### src/verilog/astr_pkg.sv
`default_nettype none
package astr_pkg;
   // Register word addresses
   localparam logic [2:0] A_MODE = 3'h0;
   localparam logic [2:0] A_CTRL0 = 3'h1;
   localparam logic [2:0] A_CTRL1 = 3'h2;
   localparam logic [2:0] A_BRG = 3'h3;
   localparam logic [2:0] A_TXBUF = 3'h4;
   localparam logic [2:0] A_RXLO = 3'h5;
   localparam logic [2:0] A_RXHI = 3'h6;
   localparam logic [2:0] A_IRQ = 3'h7;
   // Mode register fields
   localparam int MB_LEN = 0;
   localparam int MB_EXT = 3;
   localparam int MB_STOP = 4;
   localparam int MB_EVEN = 5;
   localparam int MB_PEN = 6;
   localparam int MB_SLEEP = 7;
   localparam logic [2:0] LEN7 = 3'h4;
   localparam logic [2:0] LEN8 = 3'h5;
   localparam logic [2:0] LEN9 = 3'h6;
   localparam logic [3:0] D7 = 4'h7;
   localparam logic [3:0] D8 = 4'h8;
   localparam logic [3:0] D9 = 4'h9;
   // Control 0 fields
   localparam int C0_RTS = 2;
   localparam int C0_IDLE = 3;
   localparam int C0_RXERR = 5;
   // Control 1 fields
   localparam int C1_TXP = 0;
   localparam int C1_TXE = 1;
   localparam int C1_RXP = 2;
   // Interrupt request register fields
   localparam int IR_TX = 0;
   localparam int IR_RX = 1;
   // Reset values
   localparam logic [7:0] MODE_RST = 8'h05;
   localparam logic [7:0] BRG_RST = 8'h00;
   // Frame and oversampling figures
   localparam logic [3:0] FRM = 4'hD;
   localparam logic [3:0] OVS_LAST = 4'hF;
   localparam logic [3:0] OVS_MID = 4'h7;
   typedef enum logic {TX_IDLE, TX_SHIFT} astr_tx_e;
   typedef enum logic {RX_IDLE, RX_RUN} astr_rx_e;
endpackage
`default_nettype wire

### src/verilog/astr_top.sv
// Decided for this implementation: strobed register access and the register offsets.
`default_nettype none
module astr_top
   import astr_pkg::*;
(
   input wire logic i_clk,
   input wire logic i_rst,
   input wire logic [2:0] i_addr,
   input wire logic [8:0] i_wr_data,
   input wire logic i_wr,
   input wire logic i_rd,
   input wire logic i_ext_clk,
   input wire logic i_serial_in,
   input wire logic i_peer_ready_in_n,
   output logic [8:0] o_rd_data,
   output logic o_serial_out_pin,
   output logic o_rx_ready_out_n,
   output logic o_tx_irq,
   output logic o_rx_irq
);
   typedef struct packed {
      logic [7:0] mode;
      logic rts_sel;
      logic rx_int_err;
      logic tx_permit;
      logic tx_empty;
      logic rx_permit;
      logic rx_full;
      logic oer;
      logic fer;
      logic per;
      logic [7:0] brg;
      logic [8:0] txbuf;
      logic [8:0] rxbuf;
      logic tx_irq;
      logic rx_irq;
      logic [8:0] rd_data;
      logic [1:0] s_ext;
      logic ext_d;
      logic [1:0] s_rx;
      logic [1:0] s_cts;
      logic [7:0] pre;
      astr_tx_e tx_st;
      logic [12:0] tx_sh;
      logic [3:0] tx_bits;
      logic [3:0] tx_cnt;
      logic tx_end_d;
      logic tx_idle;
      logic txd;
      astr_rx_e rx_st;
      logic [12:0] rx_sh;
      logic [3:0] rx_bits;
      logic [3:0] rx_cnt;
      logic rts_n;
      logic rts_out;
   } astr_state_s;

   astr_state_s q_ff;
   astr_state_s nxt_q;
   logic tick;
   logic tx_start;
   logic rx_done;
   logic rx_load;
   logic rx_drop;
   logic rd_lo;
   logic [12:0] rx_al;
   logic [8:0] rx_data;
   logic rx_fe;
   logic rx_pe;
   logic rx_top;

   // Data bits per character
   function automatic logic [3:0] f_dbits(input logic [7:0] m);
      if (m[MB_LEN+:3] == LEN7) return D7;
      if (m[MB_LEN+:3] == LEN9) return D9;
      return D8;
   endfunction

   // Whole frame length in bits
   function automatic logic [3:0] f_total(input logic [7:0] m);
      return 4'h1 + f_dbits(m) + {3'h0, m[MB_PEN]} + (m[MB_STOP] ? 4'h2 : 4'h1);
   endfunction

   // Data mask for the selected length
   function automatic logic [8:0] f_mask(input logic [7:0] m);
      return 9'h1FF >> (D9 - f_dbits(m));
   endfunction

   // Parity bit for odd or even mode
   function automatic logic f_par(input logic [7:0] m, input logic [8:0] d);
      logic x;
      x = ^(d & f_mask(m));
      return m[MB_EVEN] ? x : ~x;
   endfunction

   // Frame image, LSB leaves first
   function automatic logic [12:0] f_frame(input logic [7:0] m, input logic [8:0] d);
      logic [12:0] f;
      logic [3:0] n;
      f = '1;
      n = f_dbits(m);
      for (int i = 0; i < 9; i++) begin
         if (i < int'(n)) f[i+1] = d[i];
      end
      f[0] = 1'b0;
      if (m[MB_PEN]) f[n+4'h1] = f_par(m, d);
      return f;
   endfunction

   // Received frame decoding
   always_comb begin
      rx_al = {q_ff.s_rx[1], q_ff.rx_sh[12:1]} >> (FRM - f_total(q_ff.mode));
      rx_data = rx_al[9:1] & f_mask(q_ff.mode);
      rx_pe = q_ff.mode[MB_PEN]
         && (rx_al[f_dbits(q_ff.mode)+4'h1] != f_par(q_ff.mode, rx_data));
      rx_fe = !rx_al[f_dbits(q_ff.mode)+4'h1+{3'h0, q_ff.mode[MB_PEN]}]
         || (q_ff.mode[MB_STOP]
         && !rx_al[f_dbits(q_ff.mode)+4'h2+{3'h0, q_ff.mode[MB_PEN]}]);
      rx_top = rx_data[f_dbits(q_ff.mode)-4'h1];
   end

   // Strobes and events of this cycle
   assign tick = (q_ff.mode[MB_EXT] ? (q_ff.s_ext[1] && !q_ff.ext_d) : 1'b1)
      && (q_ff.pre >= q_ff.brg);
   assign tx_start = tick && q_ff.tx_st == TX_IDLE && q_ff.tx_permit
      && !q_ff.tx_empty && !q_ff.s_cts[1];
   assign rx_done = q_ff.rx_st == RX_RUN && q_ff.rx_permit && tick
      && q_ff.rx_cnt == OVS_MID && q_ff.rx_bits == 4'h1;
   assign rx_drop = rx_done && q_ff.mode[MB_SLEEP] && !rx_top;
   assign rx_load = rx_done && !rx_drop;
   assign rd_lo = i_rd && i_addr == A_RXLO;

   always_comb begin
      nxt_q = q_ff;
      // Synchronisers and prescaler
      nxt_q.s_ext = {q_ff.s_ext[0], i_ext_clk};
      nxt_q.s_rx = {q_ff.s_rx[0], i_serial_in};
      nxt_q.s_cts = {q_ff.s_cts[0], i_peer_ready_in_n};
      nxt_q.ext_d = q_ff.s_ext[1];
      if (!q_ff.mode[MB_EXT] || (q_ff.s_ext[1] && !q_ff.ext_d)) begin
         nxt_q.pre = (q_ff.pre >= q_ff.brg) ? 8'h00 : q_ff.pre + 8'h01;
      end
      // Register writes
      if (i_wr) begin
         unique case (i_addr)
            A_MODE: nxt_q.mode = i_wr_data[7:0];
            A_CTRL0: begin
               nxt_q.rts_sel = i_wr_data[C0_RTS];
               nxt_q.rx_int_err = i_wr_data[C0_RXERR];
            end
            A_CTRL1: begin
               nxt_q.tx_permit = i_wr_data[C1_TXP];
               nxt_q.rx_permit = i_wr_data[C1_RXP];
               if (!i_wr_data[C1_RXP]) begin
                  nxt_q.rx_full = 1'b0;
                  nxt_q.oer = 1'b0;
                  nxt_q.fer = 1'b0;
                  nxt_q.per = 1'b0;
               end else if (!q_ff.rx_permit) begin
                  nxt_q.rts_n = 1'b0;
               end
            end
            A_BRG: nxt_q.brg = i_wr_data[7:0];
            A_TXBUF: begin
               nxt_q.txbuf = i_wr_data;
               nxt_q.tx_empty = 1'b0;
            end
            A_IRQ: begin
               nxt_q.tx_irq = i_wr_data[IR_TX];
               nxt_q.rx_irq = i_wr_data[IR_RX];
            end
            default: ;
         endcase
      end
      // Low byte read empties the buffer
      if (rd_lo) begin
         nxt_q.rx_full = 1'b0;
         nxt_q.fer = 1'b0;
         nxt_q.per = 1'b0;
         if (q_ff.rx_permit) nxt_q.rts_n = 1'b0;
      end
      // Transmit sequencer
      nxt_q.tx_end_d = q_ff.tx_st == TX_IDLE;
      if (q_ff.tx_st == TX_IDLE && !q_ff.tx_end_d) nxt_q.tx_idle = 1'b1;
      unique case (q_ff.tx_st)
         TX_IDLE: begin
            if (tx_start) begin
               nxt_q.tx_st = TX_SHIFT;
               nxt_q.tx_sh = f_frame(q_ff.mode, q_ff.txbuf);
               nxt_q.tx_bits = f_total(q_ff.mode);
               nxt_q.tx_cnt = 4'h0;
               nxt_q.tx_empty = 1'b1;
               nxt_q.tx_idle = 1'b0;
               if (!q_ff.tx_empty) nxt_q.tx_irq = 1'b1;
            end
         end
         TX_SHIFT: begin
            if (tick) begin
               nxt_q.tx_cnt = q_ff.tx_cnt + 4'h1;
               if (q_ff.tx_cnt == OVS_LAST) begin
                  nxt_q.tx_sh = {1'b1, q_ff.tx_sh[12:1]};
                  nxt_q.tx_bits = q_ff.tx_bits - 4'h1;
                  if (q_ff.tx_bits == 4'h1) nxt_q.tx_st = TX_IDLE;
               end
            end
         end
      endcase
      nxt_q.txd = (nxt_q.tx_st == TX_SHIFT) ? nxt_q.tx_sh[0] : 1'b1;
      // Receive sequencer
      unique case (q_ff.rx_st)
         RX_IDLE: begin
            if (q_ff.rx_permit && tick && !q_ff.s_rx[1]) begin
               nxt_q.rx_st = RX_RUN;
               nxt_q.rx_cnt = 4'h0;
               nxt_q.rx_bits = f_total(q_ff.mode);
               nxt_q.rts_n = 1'b1;
            end
         end
         RX_RUN: begin
            if (!q_ff.rx_permit) begin
               nxt_q.rx_st = RX_IDLE;
            end else if (tick) begin
               nxt_q.rx_cnt = q_ff.rx_cnt + 4'h1;
               if (q_ff.rx_cnt == OVS_MID) begin
                  nxt_q.rx_sh = {q_ff.s_rx[1], q_ff.rx_sh[12:1]};
                  nxt_q.rx_bits = q_ff.rx_bits - 4'h1;
                  if (q_ff.rx_bits == 4'h1) nxt_q.rx_st = RX_IDLE;
                  if (q_ff.rx_bits == f_total(q_ff.mode) && q_ff.s_rx[1]) begin
                     nxt_q.rx_st = RX_IDLE;
                  end
               end
            end
         end
      endcase
      // Buffer load: hardware sets win over clears
      if (rx_load) begin
         nxt_q.rxbuf = rx_data;
         nxt_q.rx_full = 1'b1;
         nxt_q.oer = nxt_q.oer || q_ff.rx_full;
         nxt_q.fer = rx_fe;
         nxt_q.per = rx_pe;
         if (!q_ff.rx_int_err || q_ff.rx_full || rx_fe || rx_pe) begin
            nxt_q.rx_irq = 1'b1;
         end
      end
      // Read data, one cycle after the strobe
      nxt_q.rd_data = 9'h000;
      if (i_rd) begin
         unique case (i_addr)
            A_MODE: nxt_q.rd_data = {1'b0, q_ff.mode};
            A_CTRL0: begin
               nxt_q.rd_data[C0_RTS] = q_ff.rts_sel;
               nxt_q.rd_data[C0_IDLE] = q_ff.tx_idle;
               nxt_q.rd_data[C0_RXERR] = q_ff.rx_int_err;
            end
            A_CTRL1: nxt_q.rd_data = {1'b0, q_ff.oer || q_ff.fer || q_ff.per,
               q_ff.per, q_ff.fer, q_ff.oer, q_ff.rx_full, q_ff.rx_permit,
               q_ff.tx_empty, q_ff.tx_permit};
            A_BRG: nxt_q.rd_data = {1'b0, q_ff.brg};
            A_TXBUF: nxt_q.rd_data = q_ff.txbuf;
            A_RXLO: nxt_q.rd_data = {1'b0, q_ff.rxbuf[7:0]};
            A_RXHI: nxt_q.rd_data = {8'h00, q_ff.rxbuf[8]};
            A_IRQ: nxt_q.rd_data = {7'h00, q_ff.rx_irq, q_ff.tx_irq};
            default: ;
         endcase
      end
      // Ready level rts_n stays high while permit is off; the output follows it only with rts_sel set
      if (!nxt_q.rx_permit) nxt_q.rts_n = 1'b1;
      nxt_q.rts_out = nxt_q.rts_sel ? nxt_q.rts_n : 1'b0;
   end

   // State register
   always_ff @(posedge i_clk) begin
      if (i_rst) begin
         q_ff <= '0;
         q_ff.mode <= MODE_RST;
         q_ff.brg <= BRG_RST;
         q_ff.tx_empty <= 1'b1;
         q_ff.tx_end_d <= 1'b1;
         q_ff.tx_idle <= 1'b1;
         q_ff.txd <= 1'b1;
         q_ff.s_rx <= 2'h3;
         q_ff.s_cts <= 2'h3;
         q_ff.rts_n <= 1'b1;
         q_ff.tx_st <= TX_IDLE;
         q_ff.rx_st <= RX_IDLE;
      end else begin
         q_ff <= nxt_q;
      end
   end

   assign o_rd_data = q_ff.rd_data;
   assign o_serial_out_pin = q_ff.txd;
   assign o_rx_ready_out_n = q_ff.rts_out;
   assign o_tx_irq = q_ff.tx_irq;
   assign o_rx_irq = q_ff.rx_irq;
endmodule
`default_nettype wire

### config.mk
export PLATFORM = sky130hd
export DESIGN_NAME = astr_top
export DESIGN_NICKNAME = d
export VERILOG_FILES = /design/src/verilog/astr_pkg.sv /design/src/verilog/astr_top.sv
export SDC_FILE = /design/constraint.sdc
export NUM_CORES = 1
export LEC_CHECK = 0
export BUFFER_PORTS_ARGS = -buffer_cell sky130_fd_sc_hd__clkbuf_2
export CORE_MARGIN = 2
export CORE_UTILIZATION = 28
export DETAILED_ROUTE_END_ITERATION = 16
export GPL_ROUTABILITY_DRIVEN = 0
export GPL_TIMING_DRIVEN = 0
export PLACE_DENSITY = 0.42
export SETUP_SLACK_MARGIN = 0.4
export SYNTH_ARGS = -nofsm -noshare
export SYNTH_HDL_FRONTEND = slang
export SYNTH_SLANG_ARGS = --single-unit
### constraint.sdc
create_clock -name i_clk -period 4.87 [get_ports i_clk]
set_input_delay 0.974 -clock i_clk [delete_from_list [all_inputs] [get_ports i_clk]]
set_output_delay 0.974 -clock i_clk [all_outputs]
set_load 0.1 [all_outputs]
==> run metrics <==
status=complete, no violations; RSZ-0062 raised after global routing=false; CTS sink cnt=116; CTS tree=yes; Gate Count Post-Synth=760; H-tree levels=4; CTS buffer count=17; crit path max fanout=10; initial drt markers=~290; pre-CTS setup slack=0.156 ns; initial antenna violation count=0; Buffers on Ports=30; wirelength, routed=between 15000 and 20000 um; fin crit share=about 87%; P&R area growth vs syn=18.9%; syn_nets=812; HPWL Detailed=around 14000 um; layout cells sized above 1=between 15 and 20%; die width=roughly 150 um; routed vias/inst=approximately 5; Post-synth EDFFs=0; final hold vios=0; R2R Path Start=q_ff[112]; total gr overflow=0; worst-case clock buffer depth=2; sequential share of the synthesized area=36.5%; mapped cell area=0.00637 sq mm; IO Pins=32; FILL cells=around 2400; Synth Warn #=0; post-synthesis register bit count=116; pins over their slew limit=0; worst-margin pin slew=~1.2 ns; vias in the first global route=slightly above 5000; mean post-synth cell area=approximately 8.4 sq um; Area after DPL=0.00687 sq mm; most frequent cells in the layout=nand2_1 (116), dfxtp_1 (116), a21oi_1 (83), nor2_1 (74), inv_1 (36); final worst slack=approximately 0.63 ns; type of origin of the critical path=register; die height=155 um; Die Area=0.0240 sq mm; post-route ant nets=0; Non-Filler Instances=1107; num rows=55; count of final setup violators=0; Netlist cell types=64; Register-to-Register Path Depth=19; Top FF cell, synth=dfxtp_1; PD cells=330 mW/mm^2; share of flip-flops with an asynchronous set or reset=0%; hold endpoint=q_ff[58]; design area=between 0.007 and 0.008 sq mm; DRT Pass-1 Iters=5; r2r endpoint=q_ff[79]; GRT Total Usage=16.5%; hold depth=1; Worst EP required=around 5.2 ns; DRC=0; WS Path Type=register to register; Routed WL per cell=17.2 um; minimum clock period=4.24 ns; Final Net Count=862; CP Capture Type=register; LEAKAGE=around 2.9 nW; max_slew headroom=approximately 18%; CP arrival=4.59 ns; placed insts=1075; final setup TNS=0 ns; via count=between 5000 and 6000; f_max=236 MHz; slack of the worst reg-to-reg path=0.63 ns; Worst Hold Class=register to register; largest net degree at the start of global routing=17; WHS=0.400 ns; Hold Crit Start=nxt_q[58]; peak supply drop=~0.00018 V; clock root buffer=clkbuf_16; effective utilization at floorplan=roughly 28%; Diodes inserted=0; Clock Pin Slew Worst Setup and Hold Paths=~0.060 ns; clk_skew=0.0101 ns; Placeable Area=0.0225 sq mm; total of max-cap violations=0; Clk Latency, worst-skew pair=roughly 0.42 ns; first-pass GRT wire length=30100 um
## flip-flops by register name (all words and copies together) (netlist names)
name,count
o_rx_irq,1
o_serial_out_pin,1
nxt_q,4
o_rx_ready_out_n,1
q_ff,99
o_rd_data,9
o_tx_irq,1
## critical path: stages (launching register included)
cell	delay, ns
dfxtp_1	0.35
nor2b_1	0.18
buf_6	0.17
clkinvlp_4	0.11
ha_1	0.22
ha_4	0.26
ha_1	0.27
inv_1	0.04
ha_1	0.18
inv_1	0.07
fa_1	0.46
buf_4	0.21
nor3_4	0.21
nor2_2	0.07
o21ai_2	0.10
a31oi_1	0.13
or4_1	0.48
buf_2	0.17
or3_1	0.36
a21oi_1	0.14
## cells by family after synthesis
| group | Yosys count | synth area share [%] |
|---|---|---|
| AO/OA/AOI/OAI | 161 | 15.5 |
| XOR/XNOR | 32 | 4.52 |
| adder cells (fa/ha/maj) | 33 | 6.96 |
| buffers and inverters | 89 | 6.11 |
| flip-flops | 116 | 36.5 |
| multiplexers | 48 | 10.3 |
| AND/OR/NAND/NOR | 281 | 20.1 |
## timing repair
item                       CTS  global route
setup endpoints to repair   13            13
buffers inserted             1             0
hold buffers                 0             0
gates resized for setup      4            16
## where the power goes
group	internal, W	total, W	switching (W)	leakage, nW
logic	0.0000828	0.000230	0.000148	1.65
registers	0.000961	0.000972	0.0000114	0.938
clock network	0.000831	0.00130	0.000468	0.289
## Yosys cell counts, types with 6 or more instances
cell,count,share of area [%]
and3_1,8,0.79
mux2_2,10,1.8
nor2_1,74,4.4
and2_1,6,0.59
nor2b_1,9,0.88
o21ai_0,17,1.3
ha_1,29,5.7
a21oi_1,84,6.6
nand4_1,6,0.59
nand2_1,116,6.8
nor3_1,12,0.94
buf_4,10,1.2
nand3_1,14,1.1
dfxtp_1,116,36
xnor2_1,19,2.6
clkbuf_1,32,1.9
a22oi_1,15,1.8
buf_2,7,0.55
mux4_2,13,4.6
inv_1,37,2.2
mux2i_1,25,3.9
a221oi_1,6,0.83
or2_2,8,0.79
xor2_1,12,1.7
## worst max path at each step
stage | start | to | slack [ns]
floorplan | q_ff[112] | q_ff[79] | 0.76
global placement | q_ff[112] | q_ff[79] | 0.14
detailed placement | q_ff[112] | q_ff[79] | 0.16
CTS | q_ff[112] | q_ff[79] | 0.41
global route | q_ff[112] | q_ff[79] | 0.42
finish | q_ff[112] | q_ff[79] | 0.63
## area by class of cell
type                       instances  area, sq um  share of cell area [%]
clock inverter                    11          153                    2.02
buffer                            52          262                    3.45
timing repair buffer              31          158                    2.08
tap                              285          357                    4.71
sequential                       116         2320                    30.7
inverter                          37          143                    1.88
clock buffer                      20          457                    6.03
multi-input combinational        555         3720                    49.1
## per-stage QoR
step / util, % / total power [W]
3_3_place_gp: 30.5 / 0.00122
6_report: 33.6 / 0.00250
5_1_grt: 33.6 / 0.00260
4_1_cts: 33.4 / 0.00252
3_5_place_dp: 30.5 / 0.00122
2_1_floorplan: - / 0.00114
## routing by layer
| metal | global-route usage [%] | up-vias | share of wire (%) |
|---|---|---|---|
| met5 | 0 | - | 0 |
| met4 | 4.54 | 0 | 0.87 |
| met3 | 3.47 | 12 | 4.1 |
| met2 | 26.1 | 112 | 46 |
| met1 | 22.9 | 2557 | 49 |
| li1 | - | 2729 | - |
Power figures use the tool's default switching activity.
